**config.mk**
```make
export PLATFORM = sky130hd
export DESIGN_NAME = lps_top
export DESIGN_NICKNAME = d
export VERILOG_FILES = /design/src/core/lps_pkg.sv /design/src/core/lps_top.sv
export SDC_FILE = /design/constraint.sdc
export NUM_CORES = 1
export LEC_CHECK = 0
export ABC_AREA = 0
export BUFFER_PORTS_ARGS = -buffer_cell sky130_fd_sc_hd__clkbuf_2
export CAP_MARGIN = 10
export CORE_MARGIN = 10
export CORE_UTILIZATION = 45
export CTS_CLUSTER_SIZE = 25
export DETAILED_ROUTE_END_ITERATION = 10
export GPL_TIMING_DRIVEN = 0
export PLACE_DENSITY_LB_ADDON = 0.1
export SETUP_SLACK_MARGIN = 0.1
export SKIP_LAST_GASP = 1
export SYNTH_ARGS = -nofsm -noshare
export SYNTH_HDL_FRONTEND = slang
export SYNTH_SLANG_ARGS = --single-unit
```
**constraint.sdc**
```tcl
create_clock -name CLOCK -period 5.5 [get_ports CLOCK]
set_input_delay 0.825 -clock CLOCK [delete_from_list [all_inputs] [get_ports CLOCK]]
set_output_delay 0.825 -clock CLOCK [all_outputs]
set_load 0.01 [all_outputs]
```
**src/core/lps_pkg.sv**
```systemverilog
// holds the register map, reset values, timing figures and state types of the
// light/proximity result slice; assumes a 100 MHz system clock
package lps_pkg;

  // ************************************************************
  // register map
  // ************************************************************
  localparam logic [7:0] REG_AMB_HI   = 8'h85;
  localparam logic [7:0] REG_AMB_LO   = 8'h86;
  localparam logic [7:0] REG_PROX_HI  = 8'h87;
  localparam logic [7:0] REG_PROX_LO  = 8'h88;
  localparam logic [7:0] REG_FREQ_SEL = 8'h89;
  localparam int         FREQ_LSB     = 0;
  localparam int         FREQ_MSB     = 1;
  localparam logic [1:0] FREQ_RST     = 2'h2;
  localparam logic [15:0] RESULT_RST  = 16'h0000;
  localparam logic [7:0] PTR_RST      = 8'h00;

  // ************************************************************
  // timing: fastest ir test frequency, others are halvings of it
  // ************************************************************
  localparam int CLK_HZ       = 100_000_000;
  localparam int IR_BASE_HZ   = 3_125_000;
  localparam int IR_HALF_BASE = CLK_HZ / (2 * IR_BASE_HZ);
  localparam int BIT_LAST     = 7;

  // ************************************************************
  // types
  // ************************************************************
  typedef enum logic [8:0] {
    ST_IDLE  = 9'h001,
    ST_ADDR  = 9'h002,
    ST_ACK   = 9'h004,
    ST_REG   = 9'h008,
    ST_WDATA = 9'h010,
    ST_RDATA = 9'h020,
    ST_MACK  = 9'h040,
    ST_NACK  = 9'h080,
    ST_SKIP  = 9'h100
  } lps_state_t;

  typedef struct packed {
    logic [15:0] value;
    logic        valid;
  } lps_result_t;

  typedef struct packed {
    lps_state_t  state;
    logic        scl_prev;
    logic        sda_prev;
    logic [2:0]  bit_cnt;
    logic        byte_done;
    logic [7:0]  rx;
    logic [7:0]  tx;
    logic [7:0]  ptr;
    logic        is_read;
    logic        got_reg;
    logic        sda_oe;
    logic [1:0]  freq;
    logic [15:0] amb;
    logic [15:0] prox;
    logic [6:0]  div;
    logic        ir;
  } lps_regs_t;

endpackage

```
**src/core/lps_top.sv**
```systemverilog
// i2c target holding the ambient and proximity results and the ir test
// frequency select, plus the ir square-wave generator
// assumes scl and sda arrive already synchronous to CLOCK
//
// What this block does
// - ambient result 16 bits: high byte at 85h, low byte at 86h
// - ambient bytes are read-only; writes never change them
// - proximity result 16 bits: high byte at 87h, low byte at 88h
// - proximity bytes are read-only, low byte bits 7:0, high 15:8
// - 89h bits 1:0 select ir frequency 3.125M/1.5625M/781.25k/390.625k
// - frequency select resets to code 2, 781.25 kHz
// - square ir stimulus at the selected frequency during proximity measurement
// - pointer advances by one after each read byte
`timescale 1ns/1ps
module lps_top
  import lps_pkg::*;
#(
  parameter logic [6:0] I2C_ADDR = 7'h13  // arbitrary value
) (
  // clock and reset
  input  wire logic              CLOCK,
  input  wire logic              RST,
  // i2c pins, sda open drain
  input  wire logic              SCL,
  input  wire logic              SDA_IN,
  output      logic              SDA_OUT,
  output      logic              SDA_OE,
  // results from the measurement engines
  input  wire lps_pkg::lps_result_t AMB,
  input  wire lps_pkg::lps_result_t PROX,
  // proximity measurement and ir stimulus
  input  wire logic              PROX_MEAS,
  output      logic              IR_DRIVE,
  output      logic [1:0]        FREQ_SEL
);
  import lps_pkg::*;

  if (IR_HALF_BASE < 1 || IR_HALF_BASE * 8 > 128) begin : g_bad_clock
    $error("clock rate cannot serve the ir divider");
  end

  lps_regs_t st_ff;
  lps_regs_t nxt_st;
  logic      scl_rise;
  logic      scl_fall;
  logic      start_cond;
  logic      stop_cond;
  logic      rd_load;
  logic      wr_strobe;
  logic [6:0] half_last;

  // ************************************************************
  // read mux
  // ************************************************************
  function automatic logic [7:0] read_byte(input lps_regs_t s);
    logic [7:0] r;
    r = 8'h00;
    unique case (s.ptr)
      REG_AMB_HI:   r = s.amb[15:8];
      REG_AMB_LO:   r = s.amb[7:0];
      REG_PROX_HI:  r = s.prox[15:8];
      REG_PROX_LO:  r = s.prox[7:0];
      REG_FREQ_SEL: r = {6'h00, s.freq};
      default:      r = 8'h00;
    endcase
    return r;
  endfunction

  assign scl_rise   = SCL & ~st_ff.scl_prev;
  assign scl_fall   = ~SCL & st_ff.scl_prev;
  assign start_cond = SCL & st_ff.scl_prev & st_ff.sda_prev & ~SDA_IN;
  assign stop_cond  = SCL & st_ff.scl_prev & ~st_ff.sda_prev & SDA_IN;
  // last count of a half period; the slowest code ends on 127, so 7 bits suffice
  assign half_last  = 7'((IR_HALF_BASE << st_ff.freq) - 1);

  // ************************************************************
  // next state
  // ************************************************************
  always_comb begin
    nxt_st          = st_ff;
    rd_load         = 1'b0;
    wr_strobe       = 1'b0;
    nxt_st.scl_prev = SCL;
    nxt_st.sda_prev = SDA_IN;

    // results only change from their engines, never from the bus
    if (AMB.valid) begin
      nxt_st.amb = AMB.value;
    end
    if (PROX.valid) begin
      nxt_st.prox = PROX.value;
    end

    // byte receive shared by address, register and data phases
    if (scl_rise && (st_ff.state inside {ST_ADDR, ST_REG, ST_WDATA})) begin
      nxt_st.rx        = {st_ff.rx[6:0], SDA_IN};
      nxt_st.bit_cnt   = st_ff.bit_cnt + 3'h1;
      nxt_st.byte_done = (st_ff.bit_cnt == 3'(BIT_LAST));
    end

    unique case (st_ff.state)
      ST_IDLE, ST_SKIP: begin
        nxt_st.sda_oe = 1'b0;
      end
      ST_ADDR: begin
        if (scl_fall && st_ff.byte_done) begin
          nxt_st.byte_done = 1'b0;
          if (st_ff.rx[7:1] == I2C_ADDR) begin
            nxt_st.is_read = st_ff.rx[0];
            nxt_st.sda_oe  = 1'b1;
            nxt_st.state   = ST_ACK;
          end else begin
            nxt_st.state = ST_SKIP;
          end
        end
      end
      ST_REG, ST_WDATA: begin
        if (scl_fall && st_ff.byte_done) begin
          nxt_st.byte_done = 1'b0;
          nxt_st.sda_oe    = 1'b1;
          nxt_st.state     = ST_ACK;
          if (st_ff.state == ST_REG) begin
            nxt_st.ptr     = st_ff.rx;
            nxt_st.got_reg = 1'b1;
          end else begin
            wr_strobe  = 1'b1;
            nxt_st.ptr = st_ff.ptr + 8'h01;
            if (st_ff.ptr == REG_FREQ_SEL) begin
              nxt_st.freq = st_ff.rx[FREQ_MSB:FREQ_LSB];
            end
          end
        end
      end
      ST_ACK: begin
        if (scl_fall) begin
          nxt_st.bit_cnt = 3'h0;
          if (st_ff.is_read) begin
            rd_load       = 1'b1;
          end else begin
            nxt_st.sda_oe = 1'b0;
            nxt_st.state  = st_ff.got_reg ? ST_WDATA : ST_REG;
          end
        end
      end
      ST_RDATA: begin
        if (scl_fall) begin
          if (st_ff.bit_cnt == 3'(BIT_LAST)) begin
            nxt_st.sda_oe = 1'b0;
            nxt_st.state  = ST_MACK;
          end else begin
            nxt_st.tx      = {st_ff.tx[6:0], 1'b0};
            nxt_st.sda_oe  = ~st_ff.tx[6];
            nxt_st.bit_cnt = st_ff.bit_cnt + 3'h1;
          end
        end
      end
      ST_MACK: begin
        // a host nack ends the read; it then sends stop or start
        if (scl_rise) begin
          nxt_st.state = SDA_IN ? ST_NACK : ST_ACK;
        end
      end
      ST_NACK: begin
        nxt_st.sda_oe = 1'b0;
      end
      default: begin
        nxt_st.state  = ST_IDLE;
        nxt_st.sda_oe = 1'b0;
      end
    endcase

    // mack reuses ack to reload the next byte on the coming fall
    if (st_ff.state == ST_MACK && scl_rise && !SDA_IN) begin
      nxt_st.is_read = 1'b1;
    end
    if (rd_load) begin
      nxt_st.tx      = read_byte(st_ff);
      nxt_st.sda_oe  = ~nxt_st.tx[7];
      nxt_st.ptr     = st_ff.ptr + 8'h01;
      nxt_st.bit_cnt = 3'h0;
      nxt_st.state   = ST_RDATA;
    end

    if (start_cond) begin
      nxt_st.state     = ST_ADDR;
      nxt_st.bit_cnt   = 3'h0;
      nxt_st.byte_done = 1'b0;
      nxt_st.got_reg   = 1'b0;
      nxt_st.sda_oe    = 1'b0;
    end else if (stop_cond) begin
      nxt_st.state  = ST_IDLE;
      nxt_st.sda_oe = 1'b0;
    end

    // ir square wave, halted and low outside a proximity measurement
    if (!PROX_MEAS) begin
      nxt_st.div = 7'h00;
      nxt_st.ir  = 1'b0;
    end else if (st_ff.div >= half_last) begin
      nxt_st.div = 7'h00;
      nxt_st.ir  = ~st_ff.ir;
    end else begin
      nxt_st.div = st_ff.div + 7'h01;
    end
  end

  // ************************************************************
  // state register
  // ************************************************************
  always_ff @(posedge CLOCK or posedge RST) begin
    if (RST) begin
      st_ff          <= '0;
      st_ff.state    <= ST_IDLE;
      st_ff.scl_prev <= 1'b1;
      st_ff.sda_prev <= 1'b1;
      st_ff.ptr      <= PTR_RST;
      st_ff.freq     <= FREQ_RST;
      st_ff.amb      <= RESULT_RST;
      st_ff.prox     <= RESULT_RST;
    end else begin
      st_ff <= nxt_st;
    end
  end

  assign SDA_OUT  = 1'b0;
  assign SDA_OE   = st_ff.sda_oe;
  assign IR_DRIVE = st_ff.ir;
  assign FREQ_SEL = st_ff.freq;
endmodule

```
* Word-level counts from Yosys, hierarchy flattened
Cells that the tools add are included.
** Storage, ports and cells
- Input bits :: 39
- Output and inout port bits :: 5
- Bits in registers :: 83
- Logic and storage cells :: 149
** Operators by class
- Bitwise operators :: 15
- Equal/unequal tests :: 28
- $lt $le $gt $ge :: 1
- Shift-type cells :: 1
- Reduce and logical (&&, ||, !) cells :: 26
- $add $sub $neg :: 4
- Multiplexer cells :: 58
** Operator list (number)
- two-way mux 9 bit :: 11
- case mux 9 bit (6 select lines) :: 1
- two-way mux 8 bit :: 6
- equality test 8 bit (second input constant) :: 5
- case mux 8 bit (5 select lines) :: 1
- != test 5 bit (second input constant) :: 6
- two-way mux 7 bit :: 4
- two-way mux 1 bit :: 22
- nonzero test 2 bit :: 10
- two-way mux 15 bit :: 1
- two-way mux 12 bit :: 1
- two-way mux 3 bit :: 4
- != test 5 x 4 -> 1 bit (second input constant) :: 2
- equality test 9 x 1 -> 1 bit (second input constant) :: 1
- equality test 9 x 2 -> 1 bit (second input constant) :: 1
- equality test 9 x 3 -> 1 bit (second input constant) :: 1
- equality test 9 x 4 -> 1 bit (second input constant) :: 1
- equality test 9 x 5 -> 1 bit (second input constant) :: 1
- equality test 9 x 6 -> 1 bit (second input constant) :: 1
- equality test 9 x 7 -> 1 bit (second input constant) :: 1
- equality test 9 x 8 -> 1 bit (second input constant) :: 1
- equality test 9 bit (second input constant) :: 1
- AND reduction 3 bit :: 3
- adder 8 x 1 -> 8 bit (second input constant) :: 1
- 27 further kinds :: 46

* Depth between registers and ports, before layout
Gate-level depths: netlist (run 1).
- Word-level depth :: 9
- Depth in mapped cells :: 8
- Depth with buffers taken out :: 8

* Worst setup path before layout (run 1)
No wires, ideal clock.
- Kind :: in2reg
- Start :: input SCL
- End :: register st_ff[82] in the netlist's numbering
- Stages on the path :: 6
- Required time :: 5.375 ns
- Setup time :: 0.125 ns
- Buffers on the path :: 0
- Data arrival time :: 2.167 ns
- Setup slack :: 3.208 ns
- Cell sequence :: nor2b_1 -> nand2_1 -> a32o_2 -> nor3_4 -> o21a_1 -> mux2_4
** On the way
- Longest elaborated chain between the ends :: 7
- Elaborated cells on any way between the ends :: 23
- Those cells by class :: eq/ne (8); mux (5); bitwise (8); reduce/logical (2)
** RTL lines
- from (decl) :: RTL line lps_top.sv:24 : input wire logic SCL,
- branches (longest 7 deep; another with AND reduction 8 bit)
- to (signal assigned) :: RTL line lps_top.sv:221 : st_ff <= nxt_st;
- to (decl) :: RTL line lps_top.sv:42 : lps_regs_t st_ff;
Parallel ways; which one is timed is not known.
A chain may end at the register's enable or synchronous reset.

* Worst setup path in the final report (run 1)
- Start :: register st_ff[46] in the netlist's numbering
- End :: register st_ff, in the netlist FREQ_SEL[0]
** On the way
- Longest elaborated chain between the ends :: 2
** RTL lines
- equality test 8 bit :: RTL line lps_top.sv:128 : if (st_ff.ptr == REG_FREQ_SEL) begin
- AND reduction 4 bit (no line)
Every way passes these cells.

==> impl_metrics.json, run 1 <==
{
  "clock_path_buffers": 2,
  "drc": 0,
  "run_status": "finished clean",
  "required_ns": 5.74,
  "clk_pin_slew_worst_paths_ns": 0.09,
  "slew_violations": 0,
  "synth.most_common_cell": "dfrtp_1",
  "grt_max_degree": 61,
  "fin_worst_hold_slack_ns": 0.413,
  "period_share_pct": 46.9,
  "grt_pass1_wl_um": 16900,
  "cts.sinks": 83,
  "synth_ff_type": "dfrtp_1",
  "die_h_um": 118,
  "cts_setup_buffers": 0,
  "skew_ns": 0.0110,
  "routedWlPerCell_um": 16.7,
  "arrival_ns": 2.82,
  "relSlewSlack_pct": 36.3,
  "routabilityCongestion": 0.875,
  "final_cells": 581,
  "dp_hpwl_um": 7180,
  "synth_edf_count": 0,
  "fp-row-count": 35,
  "htree_levels": 3,
  "min_period_ns": 2.58,
  "route.vias.total": 3259,
  "synth_top_area_share_pct": 45.7,
  "fp.dieW_um": 118,
  "cp-start-kind": "flip-flop",
  "antenna_found_initial": 0,
  "area_growth_pct": 14.4,
  "ir_drop_mv": 0.136,
  "cts_buffers": 9,
  "syn_inst": 395,
  "drive_gt1_share_pct": 29.2,
  "drt_pass1_iterations": 5,
  "ys_seq_area_share_pct": 48.1,
  "antenna_left": 0,
  "synth-warning-count": 0,
  "syn-num-nets": 444,
  "drt-initial-drc-count": 186,
  "synth_area_per_cell_um2": 11.0,
  "dieArea_um2": 13900,
  "place_inst": 565,
  "nNetsFinal": 496,
  "rsz0062_at_grt": "no",
  "portBuffers": 40,
  "synth_top_area_cell": "dfrtp_1",
  "start_util_pct": 46.6,
  "max_cap_viol_count": 0,
  "io_pins": 44,
  "fmax_mhz": 388,
  "wl_um": 9720,
  "critPathKind": "flip-flop to flip-flop",
  "worstHoldPathType": "primary input to async pin",
  "grtUsageTotal_pct": 14.4,
  "postSynth.asyncResetShare_pct": 100,
  "cts-root-buf": "clkbuf_8",
  "fin_tns_setup_ns": 0,
  "synth_common_cells": "79 x dfrtp_1, 42 x mux2_2, 33 x nor2_1",
  "post_cts_resized": 0,
  "synthTopCellsByArea": "dfrtp_1 46%, mux2_2 11%, ha_1 2.9%",
  "clock_latency_ns": 0.36,
  "final-hold-violation-count": 0,
  "worstPathMaxFanout": 9,
  "grt_pass1_vias": 3419,
  "holdBufCountCts": 0,
  "endpoint_kind": "flip-flop",
  "vias_per_cell": 5.61,
  "tritoncts": "yes",
  "ys_types": 69,
  "fillCellCount": 886,
  "ys_ff_latch": 83,
  "power.density_nw_per_um2": 274,
  "worst_slew_pin_slew_ns": 0.954,
  "netlist_area_um2": 4330,
  "grt_overflow": 0,
  "diodes": 0,
  "p_leak_nw": 2.26,
  "finalSetupViolations": 0,
  "core_um2": 9280
}
## final timing paths
| kind | start | slack [ns] | endpoint | cells past startpoint |
|---|---|---|---|---|
| max | st_ff[46] | 2.92 | FREQ_SEL[0] | 7 |
| min | RST | 0.41 | st_ff[6] | 2 |
| max reg2reg | st_ff[46] | 2.92 | FREQ_SEL[0] | 7 |
| min reg2reg | st_ff[53] | 0.51 | st_ff[53] | 2 |
| max in group asynchronous | RST | 4.44 | st_ff[74] | 3 |
| min in group CLOCK | st_ff[53] | 0.51 | st_ff[53] | 2 |
## state kept, by name, summed over array words and instances (netlist names)
signal / flops
SDA_OE: 1
st_ff: 79
FREQ_SEL: 2
IR_DRIVE: 1
## layout by cell type (no fill, tap or decap), drive strengths merged, types with 5 or more instances in the layout
cell    synthesis  final
ha             10     10
and3            5      5
mux2i           8      8
inv            10     13
nor3           10     10
nand3          16     16
nand2          24     24
buf            11     12
a211oi          5      5
xor2            5      5
dfrtp          79     79
a222oi          8      8
nor2           34     34
a21oi          20     20
o21ai          23     23
o22ai           5      5
clkbuf         11     60
mux2           44     44
## metrics by stage
stage | total power [W] | util, % | setup slack, ns | cell area [µm²]
global placement | 0.000851 | 50.5 | 1.50 | 4690
global route | 0.00142 | 53.3 | 2.79 | 4950
CTS | 0.00137 | 53.3 | 3.00 | 4950
floorplan | 0.000804 | - | 2.54 | 4330
finish | 0.00136 | 53.3 | 2.92 | 4950
detailed placement | 0.000858 | 50.8 | 2.85 | 4720
## cell type report
type | count | area [µm²] | area share, %
buffer | 22 | 110 | 2.23
clock buffer | 9 | 124 | 2.50
clock inverter | 7 | 106 | 2.15
inverter | 10 | 40.0 | 0.809
multi-input combinational | 280 | 2100 | 42.4
sequential | 83 | 2080 | 42.1
tap | 129 | 161 | 3.26
timing repair buffer | 41 | 228 | 4.60
## cells by family after synthesis
group,after synthesis,synth area share (%)
mux,52,13.4
compound gates,90,14.5
fa+ha+maj,10,2.89
other cells,1,0.0867
simple gates,118,15.7
buf+inv,32,3.41
flops,83,48.1
xor+xnor,9,1.82
## layer usage
metal / up-vias / global-route usage, % / share of wire [%]
li1: 1573 / - / -
met2: 62 / 22.3 / 45
met1: 1613 / 18.9 / 49
met3: 11 / 3.65 / 4.7
met5: - / 0 / 0
met4: 0 / 5.33 / 1.4
## where the power goes
part	switching [W]	internal [W]	leakage [nW]	total, W
Clock	0.000248	0.000264	0.110	0.000512
Sequential	0.0000271	0.000647	1.06	0.000674
Combinational	0.0000958	0.0000745	1.09	0.000170
Total	0.000371	0.000985	2.26	0.00136
## critical path, cell delays in order (launching register included)
cell and delay, ns:
dfrtp_1 0.44, inv_1 0.10, ha_1 0.14, clkbuf_1 0.37, and4b_1 0.37, nand3b_1 0.11
nor4_1 0.54, mux2_2 0.40
No activity file was read; power rests on OpenSTA's default activity.
==> run 2, diff against run 1 <==
==> constraint.sdc (replaced) <==
create_clock -name CLOCK -period 2.6 [get_ports CLOCK]
set_input_delay 0.39 -clock CLOCK [delete_from_list [all_inputs] [get_ports CLOCK]]
set_output_delay 0.39 -clock CLOCK [all_outputs]
set_load 0.01 [all_outputs]
==> run 2 against run 1 <==
Critical path depth is 1 lower. Via count is 1.7% lower. Setup slack worse by 2.6 ns. Register-to-register slack worse by 2.6 ns. Power is 97% higher. Maximum frequency is 15% higher. Global-route usage is 0.14 points higher. Clock-buffer cell count stayed put. Clock power is 71% higher. Die area stayed put. Utilization is 0.18 points lower.
==> impl_metrics.json, run 2 (synthesized netlist as in run 1, its figures left out) <==
{
  "run_status": "finished clean",
  "antenna_left": 0,
  "cts-root-buf": "clkbuf_8",
  "routabilityCongestion": 0.864,
  "drc": 0,
  "grt_max_degree": 33,
  "arrival_ns": 2.49,
  "skew_ns": 0.00921,
  "p_leak_nw": 2.22,
  "cts.sinks": 83,
  "rsz0062_at_grt": "no",
  "max_cap_viol_count": 0,
  "grt_util_met3_pct": 4.51,
  "die_h_um": 118,
  "grt_overflow": 0,
  "final_cells": 582,
  "htree_levels": 3,
  "dieArea_um2": 13900,
  "wl_um": 9910,
  "final_cell_mix": "79 x dfrtp_1, 42 x mux2_2, 42 x clkbuf_2",
  "p_int_w": 0.00189,
  "cp-start-kind": "flip-flop",
  "nNetsFinal": 497,
  "fillCellCount": 858,
  "required_ns": 2.84,
  "area_growth_pct": 14.0,
  "cts_setup_buffers": 0,
  "ir_drop_mv": 0.290,
  "power_w": 0.00267,
  "use_met1_pct": 19.6,
  "p_clk_share_pct": 32.7,
  "clock_path_buffers": 2,
  "route.vias.total": 3203,
  "grtUsageTotal_pct": 14.5,
  "fin_tns_setup_ns": 0,
  "finalSetupViolations": 0,
  "grt_pass1_vias": 3350,
  "start_util_pct": 46.6,
  "portBuffers": 40,
  "largest_register_ffs": 79,
  "drt_pass1_iterations": 4,
  "period_share_pct": 86.5,
  "drt-initial-drc-count": 207,
  "antenna_found_initial": 0,
  "use_met2_pct": 22.0,
  "fmax_mhz": 445,
  "endpoint_kind": "flip-flop",
  "p_sw_share_pct": 29.2,
  "worstHoldPathType": "primary input to async pin",
  "pwr-share-comb_pct": 13.8,
  "top_register": "st_ff",
  "clock_latency_ns": 0.35,
  "cts_buffers": 9,
  "grt-busiest-layer": "met2",
  "fp.dieW_um": 118,
  "fp-row-count": 35,
  "clk_pin_slew_worst_paths_ns": 0.09,
  "grt_pass1_wl_um": 17100,
  "relSlewSlack_pct": 35.8,
  "p_switching_w": 0.000777,
  "routedWlPerCell_um": 17.0,
  "place_inst": 566,
  "diodes": 0,
  "dp_hpwl_um": 7350,
  "critPathKind": "flip-flop to flip-flop",
  "min_period_ns": 2.25,
  "placed_area_um2": 4730,
  "power.density_nw_per_um2": 540,
  "fin_util_pct": 53.1,
  "ff2ff_setup_slack_ns": 0.35,
  "p_seq_share_pct": 53.5,
  "worst_slew_pin_slew_ns": 0.960,
  "io_pins": 44,
  "core_um2": 9280,
  "slew_violations": 0,
  "vias_per_cell": 5.50,
  "final_area_um2": 4930,
  "final-hold-violation-count": 0,
  "worstPathMaxFanout": 10,
  "tritoncts": "yes",
  "reg2reg_depth": 6,
  "layout_commonest_cell": "dfrtp_1",
  "drive_gt1_share_pct": 30.2
}
## run 2: cell count changes in the layout (fill, tap and decap cells not counted), moves of 2 or more
| cell | previous run | this run |
|---|---|---|
| buf_12 | 0 | 2 |
| inv_6 | 1 | 4 |
| clkbuf_1 | 11 | 9 |
| inv_8 | 2 | 0 |
| bufinv_16 | 2 | 0 |
| clkbuf_2 | 40 | 42 |
## run 2: per-stage QoR
stage / worst slack (ns) / hold slack, ns
global route: 0.202 / 0.178
detailed placement: 0.0456 / 0.486
finish: 0.352 / 0.130
global placement: 0.0759 / 0.480
floorplan: 0.548 / 0.394
CTS: 0.155 / 0.131
## run 2: cell type report
type / count / area, µm² / share of cell area (%)
plain buffers: 22 / 113 / 2.28
clock buffers: 9 / 124 / 2.51
clock inverters: 7 / 55.1 / 1.12
repair buffers: 42 / 240 / 4.87
multi-input cells: 280 / 2120 / 42.9
flip-flops and latches: 83 / 2080 / 42.2
inverters: 10 / 41.3 / 0.837
well taps: 129 / 161 / 3.27
## run 2: power groups by stage
| stage | Sequential [W] | Combinational [W] | Clock (W) |
|---|---|---|---|
| 6_report | 0.00143 | 0.000367 | 0.000873 |
| 5_1_grt | 0.00144 | 0.000412 | 0.000956 |
| 4_1_cts | 0.00142 | 0.000368 | 0.000905 |
| 3_5_place_dp | 0.00145 | 0.000365 | 0 |
| 3_3_place_gp | 0.00145 | 0.000352 | 0 |
| 2_1_floorplan | 0.00143 | 0.000267 | 0 |
## run 2: worst paths after layout
check,from,endpoint
setup / recovery,st_ff[74],st_ff[82]
hold / removal,RST,st_ff[6]
setup reg to reg,st_ff[74],st_ff[82]
hold reg to reg,SDA_OE,SDA_OE
max in group asynchronous,RST,st_ff[75]
min in group CLOCK,SCL,st_ff[74]
## run 2: what timing repair did
action	4_1_cts	5_1_grt
setup endpoints to repair	1	7
resized for setup	1	7
cloned	0	0
hold buffers	0	0
## run 2: layer usage
metal,routed length (µm),vias up
met3,515,8
met1,4810,1555
met5,0,-
met2,4470,74
met4,116,0
li1,-,1566
## run 2: worst max-delay path: stages, from the launching register on
cell and delay (ns):
dfstp_2 0.55, clkbuf_1 0.34, and3b_1 0.30, nand4_4 0.24, o21ai_2 0.18, o21a_1 0.22, mux2_4 0.31
==> run 3, diff against run 2 <==
--- a/config.mk
+++ b/config.mk
@@ -12,7 +12,6 @@
 export CORE_UTILIZATION = 45
 export CTS_CLUSTER_SIZE = 25
 export DETAILED_ROUTE_END_ITERATION = 10
-export GPL_TIMING_DRIVEN = 0
 export PLACE_DENSITY_LB_ADDON = 0.1
 export SETUP_SLACK_MARGIN = 0.1
 export SKIP_LAST_GASP = 1
==> run 3 against run 2 <==
Register-to-register slack worse by 0.07 ns. Utilization is 0.40 points lower. Sequential power about the same. Hold slack better by 0.075 ns. Die area unchanged. Final area fell by 0.76%. First-iteration DRC count is 18% lower. Clock power increased by 12%. Sequential share of layout area increased by 0.32 points. Sequential cell count is the same. Global-route usage is essentially flat. Power increased by 3.7%. Critical endpoint unchanged. Largest cell class unchanged.
==> impl_metrics.json, run 3 (synthesized netlist as in run 1, its figures left out) <==
{
  "run_status": "finished clean",
  "vias_per_cell": 5.57,
  "wl_um": 9710,
  "clk_pin_slew_worst_paths_ns": 0.10,
  "final_cell_mix": "79 x dfrtp_1, 42 x mux2_2, 42 x clkbuf_2",
  "final_area_um2": 4890,
  "routabilityCongestion": 0.887,
  "antenna_found_initial": 0,
  "worst_slack_ns": 0.279,
  "clock_path_buffers": 2,
  "worst_slew_pin_slew_ns": 0.535,
  "max_cap_viol_count": 0,
  "start_util_pct": 46.6,
  "period_share_pct": 89.3,
  "post_cts_resized": 0,
  "arrival_ns": 2.57,
  "endpoint_kind": "flip-flop",
  "top_register": "st_ff",
  "drt-initial-drc-count": 169,
  "cp-start-kind": "flip-flop",
  "startpoint": "st_ff[74]",
  "reg2reg_depth": 6,
  "p_leak_nw": 2.24,
  "drc": 0,
  "holdPathEnd": "st_ff[74]",
  "grt_pass1_wl_um": 16800,
  "grt_pass1_vias": 3343,
  "rsz0062_at_grt": "no",
  "route.vias.total": 3183,
  "nNetsFinal": 486,
  "min-delay-start": "SCL",
  "fmax_mhz": 431,
  "slew_violations": 0,
  "layout_commonest_cell": "dfrtp_1",
  "placed_area_um2": 4680,
  "cts.sinks": 83,
  "critPathKind": "flip-flop to flip-flop",
  "die_h_um": 118,
  "power.density_nw_per_um2": 564,
  "cts-root-buf": "clkbuf_8",
  "grt_max_degree": 51,
  "htree_levels": 3,
  "reg2reg_to": "st_ff[82]",
  "relSlewSlack_pct": 64.2,
  "largest_register_ffs": 79,
  "core_um2": 9280,
  "worstPathMaxFanout": 11,
  "grt_overflow": 0,
  "dp_hpwl_um": 7100,
  "tritoncts": "yes",
  "clock_latency_ns": 0.36,
  "worstHoldPathType": "primary input to flip-flop",
  "required_ns": 2.85,
  "drive_gt1_share_pct": 30.3,
  "diodes": 0,
  "whs_path_depth": 1,
  "ff2ff_setup_slack_ns": 0.28,
  "finalSetupViolations": 0,
  "fp.dieW_um": 118,
  "min_period_ns": 2.32,
  "routedWlPerCell_um": 17.0,
  "ir_drop_mv": 0.333,
  "antenna_left": 0,
  "grtUsageTotal_pct": 14.6,
  "cts_setup_buffers": 0,
  "fp-row-count": 35,
  "holdBufCountCts": 1,
  "area_growth_pct": 13.1,
  "place_ws_ns": 0.303,
  "skew_ns": 0.0146,
  "fin_tns_setup_ns": 0,
  "r2r-start": "st_ff[74]",
  "portBuffers": 42,
  "dieArea_um2": 13900,
  "final-hold-violation-count": 0,
  "cts_buffers": 9,
  "drt_pass1_iterations": 4,
  "fin_util_pct": 52.7,
  "io_pins": 44
}
[run 3: layout make-up]
cell class	count	area, µm²
fillers	895	4390
flip-flops and latches	83	2080
well taps	129	161
clock buffers	9	124
multi-input cells	280	2100
repair buffers	53	308
inverters	10	41.3
clock inverters	7	81.3
[run 3: how the worst max path moves through the flow]
| stage | to | slack (ns) | cells past startpoint |
|---|---|---|---|
| after detailed placement | st_ff[82] | 0.30 | 6 |
| after floorplan | st_ff[82] | 0.55 | 6 |
| after global placement | st_ff[82] | 0.37 | 6 |
| final | st_ff[82] | 0.28 | 6 |
| after CTS | st_ff[82] | 0.29 | 6 |
| after global routing | st_ff[78] | 0.11 | 6 |
[run 3: through the flow]
step | hold WS, ns | instances | power [W]
detailed placement | 0.340 | 554 | 0.00181
global route | 0.200 | 571 | 0.00290
finish | 0.205 | 571 | 0.00276
floorplan | 0.394 | 395 | 0.00170
CTS | 0.179 | 571 | 0.00280
global placement | 0.338 | 554 | 0.00180
[run 3: power breakdown]
group	total [W]	internal (W)	switching (W)
clock	0.000980	0.000460	0.000521
sequential	0.00144	0.00137	0.0000689
combinational	0.000344	0.000157	0.000187
[run 3: critical path, cell delays in order, from the launching register on]
cell	delay, ns
dfstp_2	0.63
nor2b_1	0.30
nand2_1	0.21
a32o_2	0.32
nor3_4	0.22
o21a_1	0.24
mux2_4	0.31
[run 3: layer usage]
layer  vias to the layer above  global-route usage, %  share of wire (%)
met2                        78                   21.2                 45
met4                         0                   5.80                1.1
li1                       1551                      -                  -
met5                         -                      0                  0
met1                      1548                   19.5                 49
met3                         6                   4.60                5.4
